<file path="src/rcsp_map.vh">
/*
 * Register map, field positions, reset values and timing counts of the
 * clock control, status and write-protection block.
 * Assumes: included by bare name from the design file; definitions only.
 */
`ifndef RCSP_MAP_VH
`define RCSP_MAP_VH

// byte offsets on the register port
`define RCSP_OFF_CONTROL    5'h00
`define RCSP_OFF_STATUS     5'h02
// time and date registers live between these offsets
`define RCSP_OFF_TIME_LO    5'h04
`define RCSP_OFF_TIME_HI    5'h0e

// control fields
`define RCSP_CTL_SWR        8
`define RCSP_CTL_DST        6
`define RCSP_CTL_MATCH_HI   3
`define RCSP_CTL_MATCH_LO   2
`define RCSP_CTL_WE_HI      1
`define RCSP_CTL_WE_LO      0

// write-enable field codes
`define RCSP_WE_LOCK        2'h2
`define RCSP_WE_STEP0       2'h0
`define RCSP_WE_STEP1       2'h1
`define RCSP_WE_STEP2       2'h3

// status fields
`define RCSP_ST_BOOT        6
`define RCSP_ST_CLV         5
`define RCSP_ST_LOCK        4
`define RCSP_ST_TOGGLE      3
`define RCSP_ST_ACCESS_DURING_INVALID_FLAG        2
`define RCSP_ST_CDONE       1
`define RCSP_ST_TIME_INVALID_FLAG       0

// reset values and the invalid-window read value
`define RCSP_RST_MATCH      2'h0
`define RCSP_RST_DST        1'b0
`define RCSP_RST_SEQ        4'h1
`define RCSP_READ_INVALID   16'hffff

// timing: oscillator rate, relock times in seconds, done lead in ticks
`define RCSP_OSC_HZ         16'h8000
`define RCSP_RELOCK_S       4'h2
`define RCSP_POWERON_S      4'hf
`define RCSP_DONE_LEAD      16'h0007

`endif

</file>
<file path="src/rcsp_ctrl.v">
/*
 * Control, status and write-protection logic of the real-time clock:
 * software reset, daylight-saving enable, alarm match depth, the lock
 * with its unlock sequence and timed relock, and the status flags.
 * Assumes: osc_tick is a one-cycle pulse per oscillator cycle, already
 * synchronous to mclk; the time counters, alarm and interrupt registers
 * sit outside and take writes from ext_wr and reads via ext_rdata.
 */
// The register addresses and strobed register access were left to the implementer.
//
// Operation
// soft reset bit clears itself next clock
// soft reset clears alarm and interrupt registers
// daylight-saving enable drives automatic adjustment
// match field selects compared counters
// write-enable field reads zero; 10 locks
// unlock only after 00, 01, 11, 10
// relock after two unlocked seconds
// start unlocked, lock fifteen seconds after power-on
// boot flag set by power-on, cleared at standby
// low voltage: writes ignored, no error
// lock flag; writes while locked raise error; this block raises none for writes to the control register
// interval bit toggles at each interval start
// access during invalid sets bus error flag
// invalid: time writes dropped, reads all ones
// invalid flag spans one tick around boundary
// done flag marks compensation end, write-one clears
// done flag set seven ticks before end
// soft reset restores status except boot flag
// reserved bits ignore writes, read zero
// while locked only write-enable field writable
// oscillator events registered before reaching flags
// relock timers count seconds, restart on unlock
`timescale 1ns/1ps
`include "rcsp_map.vh"

module rcsp_ctrl
#(
  parameter [15:0] OSC_PER_SEC = `RCSP_OSC_HZ
)
(
  // clock and reset
  input  wire        mclk,
  input  wire        rstn,
  // register port
  input  wire [4:0]  bus_addr,
  input  wire [15:0] bus_wdata,
  input  wire        bus_wr,
  input  wire        bus_rd,
  output reg  [15:0] bus_rdata,
  output reg         bus_xfer_err,
  // registers outside this block
  input  wire [15:0] ext_rdata,
  output reg         ext_wr,
  output reg  [4:0]  ext_wr_addr,
  output reg  [15:0] ext_wr_data,
  // oscillator and power events
  input  wire        osc_tick,
  input  wire        cpu_low_voltage,
  input  wire        standby_entry,
  // compensation settings
  input  wire        comp_enable,
  input  wire [7:0]  comp_seconds,
  // controls to the counters and alarm
  output reg         soft_reset,
  output reg         daylight_saving_enable,
  output reg  [1:0]  alarm_match,
  output reg         lock_state_flag,
  output reg         second_tick
);

////////////////////////////////////////////////////////////////////////
// unlock sequence states, one-hot
localparam [3:0] SEQ_IDLE = 4'b0001;
localparam [3:0] SEQ_GOT0 = 4'b0010;
localparam [3:0] SEQ_GOT1 = 4'b0100;
localparam [3:0] SEQ_GOT2 = 4'b1000;

// oscillator-side state
reg        osc_q;
reg [14:0] presc;
reg        time_invalid_flag;
reg [7:0]  comp_sec;
reg        compensation_interval_toggle;
reg        compensation_done_flag;

// lock state
reg [3:0]  seq;
reg [3:0]  next_seq;
reg [3:0]  relock_cnt;
reg [3:0]  relock_lim;

// status flags
reg        boot_source_flag;
reg        access_during_invalid_flag;

// decode
wire        sel_ctl;
wire        sel_st;
wire        sel_time;
wire        sel_ext;
wire        wr_ok;
wire [1:0]  we_code;
wire [15:0] pre_max;
wire [15:0] pre_done;
wire        at_max;
wire        at_done;
wire [7:0]  comp_last;
wire        comp_end;
wire        relock_due;
wire [15:0] ctl_view;
wire [15:0] st_view;

////////////////////////////////////////////////////////////////////////
// address decode
assign sel_ctl  = (bus_addr == `RCSP_OFF_CONTROL);
assign sel_st   = (bus_addr == `RCSP_OFF_STATUS);
assign sel_time = (bus_addr >= `RCSP_OFF_TIME_LO) &&
                  (bus_addr <= `RCSP_OFF_TIME_HI);
assign sel_ext  = !sel_ctl && !sel_st;
assign we_code  = bus_wdata[`RCSP_CTL_WE_HI:`RCSP_CTL_WE_LO];

// a write may change state: supply good, not locked
assign wr_ok = bus_wr && !cpu_low_voltage && !lock_state_flag;

////////////////////////////////////////////////////////////////////////
// oscillator tick points inside the second
assign pre_max  = OSC_PER_SEC - 16'h0001;
assign pre_done = pre_max - `RCSP_DONE_LEAD;
assign at_max   = ({1'b0, presc} == pre_max);
assign at_done  = ({1'b0, presc} == pre_done);

// a zero interval length is taken as one second
assign comp_last = (comp_seconds == 8'h00) ? 8'h00
                                           : comp_seconds - 8'h01;
assign comp_end  = comp_enable && (comp_sec == comp_last);

// register the tick once so every flag sees the same edge
always @(posedge mclk or negedge rstn)
begin
  if (!rstn)
    osc_q <= 1'b0;
  else
    osc_q <= osc_tick;
end

// prescaler, seconds boundary and invalid window
always @(posedge mclk or negedge rstn)
begin
  if (!rstn)
  begin
    presc             <= 15'h0000;
    second_tick       <= 1'b0;
    time_invalid_flag <= 1'b0;
  end
  else
  begin
    second_tick <= 1'b0;
    if (osc_q)
    begin
      if (at_max)
      begin
        presc       <= 15'h0000;
        second_tick <= 1'b1;
        // last tick before boundary then first after: both invalid
        time_invalid_flag <= 1'b1;
      end
      else
      begin
        presc <= presc + 15'h0001;
        // one tick before the boundary raises the flag
        time_invalid_flag <= ({1'b0, presc} == pre_max - 16'h0001);
      end
    end
  end
end

////////////////////////////////////////////////////////////////////////
// compensation interval: seconds count, toggle and early done
always @(posedge mclk or negedge rstn)
begin
  if (!rstn)
  begin
    comp_sec                     <= 8'h00;
    compensation_interval_toggle <= 1'b0;
    compensation_done_flag       <= 1'b0;
  end
  else
  begin
    if (!comp_enable)
      comp_sec <= 8'h00; // no toggling while disabled
    else if (osc_q && at_max)
    begin
      if (comp_end)
      begin
        comp_sec <= 8'h00;
        // new interval begins at this boundary
        compensation_interval_toggle <=
          !compensation_interval_toggle;
      end
      else
        comp_sec <= comp_sec + 8'h01;
    end
    // set wins over the write-one clear and the soft reset
    if (osc_q && at_done && comp_end)
      compensation_done_flag <= 1'b1;
    else if (soft_reset)
      compensation_done_flag <= 1'b0;
    else if (wr_ok && sel_st && bus_wdata[`RCSP_ST_CDONE])
      compensation_done_flag <= 1'b0;
    if (soft_reset && !(comp_enable && osc_q && at_max && comp_end))
      compensation_interval_toggle <= 1'b0;
  end
end

////////////////////////////////////////////////////////////////////////
// unlock sequence recogniser on write-enable field writes
always @*
begin
  next_seq = seq;
  if (bus_wr && sel_ctl && !cpu_low_voltage)
  begin
    case (seq)
      SEQ_IDLE:
        next_seq = (we_code == `RCSP_WE_STEP0) ? SEQ_GOT0 : SEQ_IDLE;
      SEQ_GOT0:
        next_seq = (we_code == `RCSP_WE_STEP1) ? SEQ_GOT1 :
                   (we_code == `RCSP_WE_STEP0) ? SEQ_GOT0 : SEQ_IDLE;
      SEQ_GOT1:
        next_seq = (we_code == `RCSP_WE_STEP2) ? SEQ_GOT2 :
                   (we_code == `RCSP_WE_STEP0) ? SEQ_GOT0 : SEQ_IDLE;
      SEQ_GOT2:
        next_seq = (we_code == `RCSP_WE_STEP0) ? SEQ_GOT0 : SEQ_IDLE;
      default:
        next_seq = SEQ_IDLE;
    endcase
  end
end

// relock fires on the second that reaches the limit
assign relock_due = second_tick &&
                    (relock_cnt + 4'h1 >= relock_lim);

// lock flag and relock timer
always @(posedge mclk or negedge rstn)
begin
  if (!rstn)
  begin
    seq             <= `RCSP_RST_SEQ;
    lock_state_flag <= 1'b0; // power-on starts unlocked
    relock_cnt      <= 4'h0;
    relock_lim      <= `RCSP_POWERON_S;
  end
  else
  begin
    seq <= next_seq;
    if (bus_wr && sel_ctl && !cpu_low_voltage &&
        we_code == `RCSP_WE_LOCK)
    begin
      if (seq == SEQ_GOT2)
      begin
        // full ordered sequence seen: unlock and restart timer
        lock_state_flag <= 1'b0;
        relock_cnt      <= 4'h0;
        relock_lim      <= `RCSP_RELOCK_S;
      end
      else
        lock_state_flag <= 1'b1;
    end
    else if (!lock_state_flag && second_tick)
    begin
      if (relock_due)
        lock_state_flag <= 1'b1;
      else
        relock_cnt <= relock_cnt + 4'h1;
    end
  end
end

////////////////////////////////////////////////////////////////////////
// control register fields
always @(posedge mclk or negedge rstn)
begin
  if (!rstn)
  begin
    daylight_saving_enable <= `RCSP_RST_DST;
    alarm_match            <= `RCSP_RST_MATCH;
    soft_reset             <= 1'b0;
  end
  else
  begin
    // one-cycle pulse, clears on the next clock
    soft_reset <= wr_ok && sel_ctl && bus_wdata[`RCSP_CTL_SWR];
    if (wr_ok && sel_ctl)
    begin
      daylight_saving_enable <= bus_wdata[`RCSP_CTL_DST];
      alarm_match <=
        bus_wdata[`RCSP_CTL_MATCH_HI:`RCSP_CTL_MATCH_LO];
    end
  end
end

////////////////////////////////////////////////////////////////////////
// boot source and bus error flags
always @(posedge mclk or negedge rstn)
begin
  if (!rstn)
  begin
    boot_source_flag           <= 1'b1;
    access_during_invalid_flag <= 1'b0;
  end
  else
  begin
    // soft reset leaves the boot flag alone
    if (standby_entry)
      boot_source_flag <= 1'b0;
    // a new access wins over the clear
    if ((bus_wr || bus_rd) && time_invalid_flag)
      access_during_invalid_flag <= 1'b1;
    else if (soft_reset)
      access_during_invalid_flag <= 1'b0;
    else if (wr_ok && sel_st && bus_wdata[`RCSP_ST_ACCESS_DURING_INVALID_FLAG])
      access_during_invalid_flag <= 1'b0;
  end
end

////////////////////////////////////////////////////////////////////////
// read views; write-enable bits and reserved bits read as zero
assign ctl_view = {7'h00, 1'b0, 1'b0, daylight_saving_enable,
                   2'b00, alarm_match, 2'b00};
assign st_view  = {9'h000, boot_source_flag, cpu_low_voltage,
                   lock_state_flag, compensation_interval_toggle,
                   access_during_invalid_flag, compensation_done_flag,
                   time_invalid_flag};

// read data, one cycle after the strobe
always @(posedge mclk or negedge rstn)
begin
  if (!rstn)
    bus_rdata <= 16'h0000;
  else if (bus_rd)
  begin
    if (sel_ctl)
      bus_rdata <= ctl_view;
    else if (sel_st)
      bus_rdata <= st_view;
    else if (sel_time && time_invalid_flag)
      bus_rdata <= `RCSP_READ_INVALID;
    else
      bus_rdata <= ext_rdata;
  end
  else
    bus_rdata <= 16'h0000;
end

////////////////////////////////////////////////////////////////////////
// forward writes to the outside registers, registered one cycle;
// a time write in the invalid window ends normally but leaves the time registers unchanged
always @(posedge mclk or negedge rstn)
begin
  if (!rstn)
  begin
    ext_wr       <= 1'b0;
    ext_wr_addr  <= 5'h00;
    ext_wr_data  <= 16'h0000;
    bus_xfer_err <= 1'b0;
  end
  else
  begin
    ext_wr <= wr_ok && sel_ext &&
              !(sel_time && time_invalid_flag);
    if (bus_wr)
    begin
      ext_wr_addr <= bus_addr;
      ext_wr_data <= bus_wdata;
    end
    // locked writes outside the control register fault; low
    // voltage suppresses the error since it makes all writes quiet
    bus_xfer_err <= bus_wr && lock_state_flag && !sel_ctl &&
                    !cpu_low_voltage;
  end
end

// soft_reset pulse clears alarm and interrupt registers outside

endmodule // rcsp_ctrl

</file>
<file path="config.mk">
export PLATFORM = sky130hd
export DESIGN_NAME = rcsp_ctrl
export DESIGN_NICKNAME = d
export VERILOG_FILES = /design/src/rcsp_ctrl.v
export VERILOG_INCLUDE_DIRS = /design/src /design/src/src
export SDC_FILE = /design/constraint.sdc
export NUM_CORES = 1
export LEC_CHECK = 0
export BUFFER_PORTS_ARGS = -buffer_cell sky130_fd_sc_hd__buf_2
export CAP_MARGIN = 15
export CORE_MARGIN = 1
export CORE_UTILIZATION = 54
export CTS_CLUSTER_SIZE = 12
export DETAILED_ROUTE_END_ITERATION = 7
export PLACE_DENSITY_LB_ADDON = 0.3
export SYNTH_ARGS = -nofsm -noshare
export SYNTH_HDL_FRONTEND = slang
export SYNTH_SLANG_ARGS = --single-unit
</file>
<file path="constraint.sdc">
create_clock -name mclk -period 2.9 [get_ports mclk]
set_clock_uncertainty 0.2 [all_clocks]
set_input_delay 0.29 -clock mclk [delete_from_list [all_inputs] [get_ports mclk]]
set_output_delay 0.29 -clock mclk [all_outputs]
set_load 0.01 [all_outputs]
</file>
# After elaboration in Yosys (flattened, before gate mapping)
# Index checks and enable logic that the tools add are counted.
# op_classes
n_addsub	4
n_lt_le_gt_ge	3
eq_ne	15
muxes	34
reduce_logical	52
# ops
operator	n
$mux W16	4
$eq A15 B15 Y1 const B	3
$mux W8	4
$logic_and A1 B1 Y1	29
$mux W4	6
$mux W1	17
$add A15 B1 Y15 const B	1
$mux W15	1
$pmux W4 S3	1
$reduce_bool A2 Y1	5
$add A8 B1 Y8 const B	1
$eq A8 B8 Y1	1
$logic_not A8 Y1	1
$sub A8 B1 Y8 const B	1
$logic_not A1 Y1	7
$ne A2 B1 Y1 const B	3
$reduce_and A3 Y1	2
$reduce_bool A3 Y1	2
$eq A5 B2 Y1 const B	1
$ge A5 B3 Y1 const B	1
$le A5 B4 Y1 const B	1
$logic_not A5 Y1	1
$add A4 B1 Y4 const B	1
$eq A2 B2 Y1 const B	2
other kinds (11)	12
# totals
register_bits	85
output_inout_bits	45
word_cells	129

# Logic depth before layout (Yosys ltp)
# Gate-level depths: netlist of run 1.
# logic_depth
word_depth	9
depth_mapped	11
ltp_nobuf	9

# Least setup slack after synthesis of run 1
# OpenSTA, ideal clock, no wires.
# synth_timing
path_kind	input to register
startpoint	in comp_seconds[0]
endpoint	reg comp_sec[2]
setup_ps	120
t_arrival_ps	2280
required_ps	2580
slack_ps	300
stages	11
n_path_buf	2
cell_sequence	inv_1 ha_1 buf_2 or4b_4 o21a_1 o211ai_2 o2111ai_2 nor4_4 buf_6 a21oi_1 a31o_1
# synth_via
elab_chain_len	7
elab_cells_between_ends	8
# synth_lines
item	line_no	rtl
start, declared	rcsp_ctrl.v:63	input wire [7:0] comp_seconds,
$sub A8 B1 Y8 or $logic_not A8 Y1 (tied branches)	rcsp_ctrl.v:135, rcsp_ctrl.v:134	
$mux W8 (*)	rcsp_ctrl.v:134	assign comp_last = (comp_seconds == 8'h00) ? 8'h00
$eq A8 B8 Y1 (*)	rcsp_ctrl.v:136	assign comp_end = comp_enable && (comp_sec == comp_last);
$logic_and A1 B1 Y1 (*)	rcsp_ctrl.v:136	
$mux W8 (*)	rcsp_ctrl.v:194	if (comp_end)
$mux W8 (*)	rcsp_ctrl.v:192	else if (osc_q && at_max)
$mux W8 (*)	rcsp_ctrl.v:190	if (!comp_enable)
end signal, assigned	rcsp_ctrl.v:202	comp_sec <= comp_sec + 8'h01;
end, declared	rcsp_ctrl.v:83	reg [7:0] comp_sec;
# Mark *: on every way between the ends. The rest lies on a longest branch, timed or not. The select of a mux whose other input is x is not followed.
# A chain may end at the register's enable or synchronous reset.

# Final worst setup path of run 1
# layout_timing
startpoint	reg relock_cnt[0]
endpoint	reg relock_cnt[3]
# layout_via
elab_chain_len	5
elab_cells_between_ends	8
# layout_lines
item	line_no	rtl
start, declared	rcsp_ctrl.v:90	reg [3:0] relock_cnt;
start signal, assigned	rcsp_ctrl.v:275	relock_cnt <= relock_cnt + 4'h1;
$add A4 B1 Y4 (*)	rcsp_ctrl.v:242, rcsp_ctrl.v:275	
$ge A4 B4 Y1	rcsp_ctrl.v:242	(relock_cnt + 4'h1 >= relock_lim);
$logic_and A1 B1 Y1	rcsp_ctrl.v:241	assign relock_due = second_tick &&
$ne A2 B1 Y1 (no line)	n/a	
$reduce_and A3 Y1 (no line)	n/a	
# Marked as above.

==> summary.md, run 1 <==
| Metric | Value |
|---|---|
| Status | completed |
| Post-synthesis compound-gate area fraction | 0.138 |
| Post-synth top flop | dfrtp_1 |
| Total grt overflow | 0 |
| Data required, critical path | 2.96 ns |
| Final std cells w/o fill | 653 |
| Most area-hungry cell type in the Yosys netlist | dfrtp_1 |
| Seq/Total Area, Yosys | 0.480 |
| RR Startpoint | relock_cnt[0]$_DFFE_PN0P_ |
| Most common cell in the synthesized netlist | dfrtp_1 |
| Routed Antenna Nets | 0 |
| Hold Path Origin | bus_wdata[2] |
| Main combinational cell family by area after synthesis | simple AND/OR/NAND/NOR gates |
| Final Max Slew Viols | 0 |
| Setup Viol. Count Final | 0 |
| Leakage | 2.57 nW |
| Top-area cell type share of the netlist area | 0.461 |
| Routed wire length | 10600 um |
| Dpl cells | 607 |
| Via count | 3731 |
| First-pass GRT wire length | 17400 um |
| Initial antenna violation count | 0 |
| Clock transition at path regs | 0.09 ns |
| Maxcap violations | 0 |
| DIE WIDTH | 91.6 um |
| Slack of the worst reg-to-reg path | 0.26 ns |
| Core ar. | 7770 um2 |
| Die Footprint | 8400 um2 |
| Sinks on Clock Net | 83 |
| HPWL Detailed | 7090 um |
| Layout cells sized above 1 | 0.298 |
| Worst VDD drop | 0.000363 V |
| Vias in the first global route | 3735 |
| Clock Path Buffers | 2 |
| P&R area growth vs syn | 26.2% |
| Total power | 2.72 mW |
| #FFs+latches synth | 83 |
| Die height | 91.6 um |
| R2R Path End | relock_cnt[3]$_DFFE_PN0P_ |
| WS Path Type | reg2reg |
| Worst Hold End | ext_wr_data[2]$_DFFE_PN0P_ |
| Buffers on Ports | 97 |
| Wire length per cell | 16.2 um |
| Crit share post-route | 0.909 |
| Simple-Gate Fraction of Synth Area | 0.198 |
| Clk_lat worst skew | 0.37 ns |
| GRT Total Usage | 0.265 |
| Antenna fix cells | 0 |
| EDFF count, synth | 0 |
| Finished Cell Area | 5480 um2 |
| Asr flop ratio synth | 1.00 |
| Startpoint types | flop |
| PD cells | 497 nW/um2 |
| Rel. slew slack | 0.313 |
| Synth warn | 0 |
| Post-Place Cell Area | 4950 um2 |
| CTS root buf | clkbuf_8 |
| First-pass DRT Iterations | 5 |
| Core Rows | 32 |
| Post-Syn Area | 4340 um2 |
| Routability Congestion | 0.865 |
| Fillcell total | 607 |
| Mapped Cells | 418 |
| CTS buffer count | 9 |
| Pin count of the biggest net entering global routing | 84 |
| Fin. Hold Viols | 0 |
| Num ports | 98 |
| Crit path max fanout | 8 |
| RSZ-0062 raised after global routing | no |
| Adder-Cell Fraction of Synth Area | 0.0404 |
| Multi-input gate area | 2140 um2 |
| Commonest cells post-synth | dfrtp_1 (80), nand2_1 (38), nor2_1 (29) |
| DR iter-0 viols | 153 |
| Initial core utilization | 0.559 |
| Peak Freq | 0.379 GHz |
| Fin nets | 613 |
| Post-synthesis mux area share | 0.0764 |
| # DRC | 0 |
| Hold depth | 2 |
| Final worst slack | 0.264 ns |
| Synth Area in XOR/XNOR | 0.0363 |
| TritonCTS clock tree | yes |
| Worst Hold Class | in2reg |
| H-Tree Level Count | 3 |
| Minimum clock period | 2.64 ns |
| Crit. End Element | flop |
| Register Area | 2080 um2 |
| Worst-Margin Slew | 1.03 ns |
| Worst slack at placement | 0.146 ns |
| Syn Area/Cell | 10.4 um2 |
| Reg2Reg Depth | 10 |
| Top post-synthesis cells by area | dfrtp_1 (46%), mux2_2 (6.5%), ha_1 (4.0%), nand2_1 (3.3%), nor2_1 (2.5%) |
| Post-Syn Nets | 485 |
| Data arrival time of the worst path | 2.70 ns |
| Vias per cell | 5.71 |
| Synth cell types | 58 |
| Setup TNS | 0 ns |
## metrics by stage
stage | utilization | hold WS (ns)
after floorplan | - | -0.206
after global placement | 0.637 | 0.200
after detailed placement | 0.637 | 0.200
after CTS | 0.704 | 0.00118
after global routing | 0.705 | 0.00350
final | 0.705 | 0.00424
## critical path, cell delays in order, from the launching register on
cell and delay (ns):
dfrtp_1 0.45, ha_1 0.27, xor2_1 0.18, ha_1 0.27, a31o_2 0.22, a21oi_1 0.16, nor4bb_2 0.24, buf_4 0.20
a41oi_1 0.11, o21ai_0 0.17, nand2_1 0.06
## worst max-delay path by stage
| stage | start | end | slack, ns | cells after the start |
|---|---|---|---|---|
| 2_1_floorplan | comp_seconds[0] | comp_sec[2]$_DFFE_PN0P_ | 0.30 | 11 |
| 3_3_place_gp | comp_seconds[0] | comp_sec[4]$_DFFE_PN0P_ | 0.25 | 11 |
| 3_5_place_dp | comp_seconds[0] | comp_sec[4]$_DFFE_PN0P_ | 0.15 | 11 |
| 4_1_cts | relock_cnt[0]$_DFFE_PN0P_ | relock_cnt[3]$_DFFE_PN0P_ | 0.16 | 10 |
| 5_1_grt | relock_cnt[0]$_DFFE_PN0P_ | relock_cnt[3]$_DFFE_PN0P_ | 0.04 | 10 |
| 6_report | relock_cnt[0]$_DFFE_PN0P_ | relock_cnt[3]$_DFFE_PN0P_ | 0.26 | 10 |
## layer usage
layer	part of all wire	wire, um	vias to the layer above	global-route usage
li1	-	-	1770	-
met1	0.43	4500	1819	0.330
met2	0.49	5240	122	0.444
met3	0.057	604	20	0.0589
met4	0.023	248	0	0.115
met5	0	0	-	0
## layout make-up
| type | count | share of cell area |
|---|---|---|
| flip-flops and latches | 83 | 0.380 |
| multi-input cells | 303 | 0.391 |
| inverters | 13 | 0.00891 |
| well taps | 102 | 0.0233 |
| clock buffers | 9 | 0.0226 |
| repair buffers | 136 | 0.156 |
| clock inverters | 7 | 0.0181 |
## cell families (layout without fill, tap and decap cells)
family,Yosys count,count (layout)
muxes,30,30
DFF,83,83
AOI/OAI and AO/OA,84,84
adders and majority gates,14,14
and+or+nand+nor,157,157
buffers and inverters,32,165
xor gates and xnor gates,18,18
## sequential cells by signal (all words and copies together), names as in the netlist, 2 cells and up
register     cells
seq              4
bus_rdata       16
presc           15
comp_sec         8
relock_cnt       4
alarm_match      2
ext_wr_data     16
ext_wr_addr      5
## power by group
group / internal (mW) / switching [mW] / leakage (nW) / total (mW)
logic: 0.210 / 0.219 / 1.39 / 0.429
clock network: 0.494 / 0.463 / 0.116 / 0.958
registers: 1.25 / 0.0891 / 1.06 / 1.34
## layout by cell type, fill, tap and decap left out, types with 10 or more instances in the layout
| master | instances |
|---|---|
| o21ai_0 | 19 |
| buf_2 | 96 |
| a21oi_1 | 14 |
| o21a_1 | 13 |
| dlygate4sd3_1 | 30 |
| inv_1 | 13 |
| nor2_1 | 29 |
| ha_1 | 14 |
| mux2_2 | 25 |
| buf_4 | 10 |
| nand2_1 | 38 |
| nand3_1 | 15 |
| dfrtp_1 | 80 |
## what timing repair did
| action | in CTS | in global routing |
|---|---|---|
| endpoints found under the hold margin | 112 | 0 |
| endpoints found under the setup margin | 0 | 1 |
| hold buffers | 30 | 0 |
| gates resized for setup | 0 | 1 |
| setup buffers | 0 | 0 |
No activity file was read; power rests on OpenSTA's default activity.
==> run 2, diff against run 1 <==
Settings changed: ABC_AREA set to 1.
==> run 2 against run 1 <==
Net effect:
- design area fell by 1.5%
- worst hold slack improved by 0.015 ns
- critical path depth did not move
- sequential share of layout area rose by 0.57 points
- register-to-register slack improved by 0.40 ns
- maximum frequency rose by 1.2%
- global-route usage fell by 1.8 points
- first-iteration DRC count rose by 62%
- sequential power barely moved
- worst setup slack improved by 0.032 ns
- critical endpoint is now bus_rdata[5]$_DFF_PN0_
- largest power group unchanged
==> summary.md, run 2 <==
| Metric | Value |
|---|---|
| Setup TNS | 0 ns (unchanged) |
| Vias per cell | 5.11 (was 5.71) |
| Data required, critical path | 2.99 ns (was 2.96 ns) |
| Maxcap violations | 0 (unchanged) |
| Initial core utilization | 0.558 (was 0.559) |
| Seq/Total Area, Yosys | 0.485 (was 0.480) |
| Routed Antenna Nets | 0 (unchanged) |
| Setup Viol. Count Final | 0 (unchanged) |
| Post-Syn Area | 4290 um2 (was 4340 um2) |
| Mapped Cells | 478 (was 418) |
| Total power | 2.67 mW (was 2.72 mW) |
| # DRC | 0 (unchanged) |
| Layout cells sized above 1 | 0.282 (was 0.298) |
| Die height | 91.1 um (was 91.6 um) |
| Worst Hold Class | in2reg (unchanged) |
| Hold depth | 2 (unchanged) |
| WHS | 0.0196 ns (was 0.00424 ns) |
| #FFs+latches synth | 83 (unchanged) |
| DR iter-0 viols | 248 (was 153) |
| CTS buffer count | 9 (unchanged) |
| Slack of the worst reg-to-reg path | 0.66 ns (was 0.26 ns) |
| Clock Path Buffers | 2 (unchanged) |
| Most area-hungry cell type in the Yosys netlist | dfrtp_1 (unchanged) |
| Core ar. | 7690 um2 (was 7770 um2) |
| Top post-synthesis cells by area | dfrtp_1 (47%), nand2_1 (7.8%), inv_1 (5.4%), mux2_2 (4.5%), ha_1 (4.1%) (was dfrtp_1 (46%), mux2_2 (6.5%), ha_1 (4.0%), nand2_1 (3.3%), nor2_1 (2.5%)) |
| Crit path max fanout | 7 (was 8) |
| HPWL Detailed | 6730 um (was 7090 um) |
| First-pass GRT wire length | 16200 um (was 17400 um) |
| GRT Total Usage | 0.247 (was 0.265) |
| Minimum clock period | 2.60 ns (was 2.64 ns) |
| Vias in the first global route | 3553 (was 3735) |
| Routability Congestion | 0.859 (was 0.865) |
| Antenna fix cells | 0 (unchanged) |
| Routed wire length | 9770 um (was 10600 um) |
| Num ports | 98 (unchanged) |
| EDFF count, synth | 0 (unchanged) |
| First-pass DRT Iterations | 5 (unchanged) |
| Synth cell types | 44 (was 58) |
| Die Footprint | 8300 um2 (was 8400 um2) |
| Post-Place Cell Area | 4890 um2 (was 4950 um2) |
| Final worst slack | 0.296 ns (was 0.264 ns) |
| Most common cell after layout, fill and taps aside | buf_2 (unchanged) |
| R2R Path End | relock_cnt[1]$_DFFE_PN0P_ (was relock_cnt[3]$_DFFE_PN0P_) |
| Fillcell total | 593 (was 607) |
| Via count | 3666 (was 3731) |
| Total grt overflow | 0 (unchanged) |
| Hold Path Origin | bus_wdata[5] (was bus_wdata[2]) |
| Buffers on Ports | 97 (unchanged) |
| Wire length per cell | 13.6 um (was 16.2 um) |
| Multi-input gate area | 1930 um2 (was 2140 um2) |
| Top-area cell type share of the netlist area | 0.467 (was 0.461) |
| CTS resizes | 0 (unchanged) |
| Fin. Hold Viols | 0 (unchanged) |
| Pin count of the biggest net entering global routing | 84 (unchanged) |
| Met1 Usage GRT | 0.301 (was 0.330) |
| Final Max Slew Viols | 0 (unchanged) |
| Rel. slew slack | 0.319 (was 0.313) |
| Hold_buf cts | 28 (was 30) |
| Data arrival time of the worst path | 2.70 ns (about the same) |
| Met2 global-route usage | 0.439 (was 0.444) |
| PD cells | 495 nW/um2 (was 497 nW/um2) |
| CTS root buf | clkbuf_8 (unchanged) |
| Peak Freq | 0.384 GHz (was 0.379 GHz) |
| Worst Hold End | ext_wr_data[5]$_DFFE_PN0P_ (was ext_wr_data[2]$_DFFE_PN0P_) |
| Worst-Margin Slew | 1.02 ns (was 1.03 ns) |
| Core Rows | 32 (unchanged) |
| Clk_lat worst skew | 0.35 ns (was 0.37 ns) |
| Most common cell in the synthesized netlist | nand2_1 (was dfrtp_1) |
| Register Area | 2080 um2 (unchanged) |
| H-Tree Level Count | 3 (unchanged) |
| Leakage | 2.87 nW (was 2.57 nW) |
| Startpoint types | input pin (was flop) |
| Fin nets | 678 (was 613) |
| TritonCTS clock tree | yes (unchanged) |
| Gr busiest metal | met2 (unchanged) |
| Largest registers | bus_rdata x16, ext_wr_data x16, presc x15 (unchanged) |
| Initial antenna violation count | 0 (unchanged) |
| Reg2Reg Depth | 11 (was 10) |
| Commonest cells post-synth | nand2_1 (89), dfrtp_1 (80), inv_1 (62) (was dfrtp_1 (80), nand2_1 (38), nor2_1 (29)) |
| Worst VDD drop | 0.000280 V (was 0.000363 V) |
| Syn Area/Cell | 8.97 um2 (was 10.4 um2) |
| Crit share post-route | 0.898 (was 0.909) |
| # Post-CTS Setup Buffers | 0 (unchanged) |
| Crit. End Element | flop (unchanged) |
| P&R area growth vs syn | 25.8% (was 26.2%) |
| Most frequent cells in the layout | buf_2 (96), nand2_1 (89), dfrtp_1 (80), inv_1 (62), nor2_1 (46) (was buf_2 (96), dfrtp_1 (80), nand2_1 (38), dlygate4sd3_1 (30), nor2_1 (29)) |
| Post-synth top flop | dfrtp_1 (unchanged) |
| Asr flop ratio synth | 1.00 (unchanged) |
| RR Startpoint | relock_cnt[0]$_DFFE_PN0P_ (unchanged) |
| WS Path Type | in2reg (was reg2reg) |
| Sinks on Clock Net | 83 (unchanged) |
| Post-Syn Nets | 545 (was 485) |
| DIE WIDTH | 91.1 um (was 91.6 um) |
| Worst slack at placement | 0.671 ns (was 0.146 ns) |
| Finished Cell Area | 5390 um2 (was 5480 um2) |
| Status | completed (unchanged) |
| Clock transition at path regs | 0.09 ns (about the same) |
| RSZ-0062 raised after global routing | no (unchanged) |
| Met3 Use GR | 0.0595 (was 0.0589) |
| Synth warn | 0 (unchanged) |
-- run 2: cell types whose count changed in the layout (fill, tap and decap cells not counted), sizes merged, moves of 7 or more --
cell    delta
nand3     +20
mux2       -8
or3        -9
nor2b      -7
o311a      -7
nand2b     -7
inv       +54
nand2     +61
buf        -8
nor2      +30
o21a      -13
xnor2      -7
-- run 2: worst max path at each step --
stage | startpoint | to | slack [ns] | cells after the start
after CTS | bus_addr[4] | bus_rdata[5]$_DFF_PN0_ | 0.35 | 10
final | bus_addr[4] | bus_rdata[5]$_DFF_PN0_ | 0.30 | 10
after global routing | bus_addr[4] | bus_rdata[5]$_DFF_PN0_ | 0.16 | 10
after floorplan | relock_cnt[0]$_DFFE_PN0P_ | relock_cnt[0]$_DFFE_PN0P_ | 0.86 | 11
after detailed placement | comp_seconds[0] | comp_sec[3]$_DFFE_PN0P_ | 0.67 | 14
after global placement | comp_seconds[0] | comp_sec[4]$_DFFE_PN0P_ | 0.78 | 14
-- run 2: metal layers --
layer,share of wire,vias up
li1,-,1824
met1,0.42,1729
met2,0.51,98
met3,0.048,15
met4,0.015,0
met5,0,-
-- run 2: power by group --
part           switching (mW)  internal, mW
registers              0.0645          1.26
logic                   0.248         0.186
clock network           0.421         0.492
-- run 2: layout make-up --
type / instances / share of cell area
sequential: 83 / 0.386
multi-input combinational: 322 / 0.357
timing repair buffer: 126 / 0.144
inverter: 69 / 0.0480
tap: 102 / 0.0237
clock buffer: 9 / 0.0230
clock inverter: 7 / 0.0186
-- run 2: critical path, stage by stage --
cell,delay [ns]
dlygate4sd3_1,0.54
buf_2,0.14
nor2_1,0.12
nand2_2,0.15
nor2_1,0.25
inv_1,0.17
nand2_1,0.25
nor2_1,0.07
a211oi_1,0.16
dlygate4sd3_1,0.57
-- run 2: metrics by stage --
step           utilization  std cells
3_3_place_gp         0.636        674
5_1_grt              0.702        718
3_5_place_dp         0.636        674
2_1_floorplan            -        478
6_report             0.702        718
4_1_cts              0.702        718
-- run 2: logic make-up after synthesis --
family	synth area share
xor gates and xnor gates	0.0266
buffers and inverters	0.0651
AOI/OAI and AO/OA	0.0832
muxes	0.0447
DFF	0.485
and+or+nand+nor	0.254
adders and majority gates	0.0409
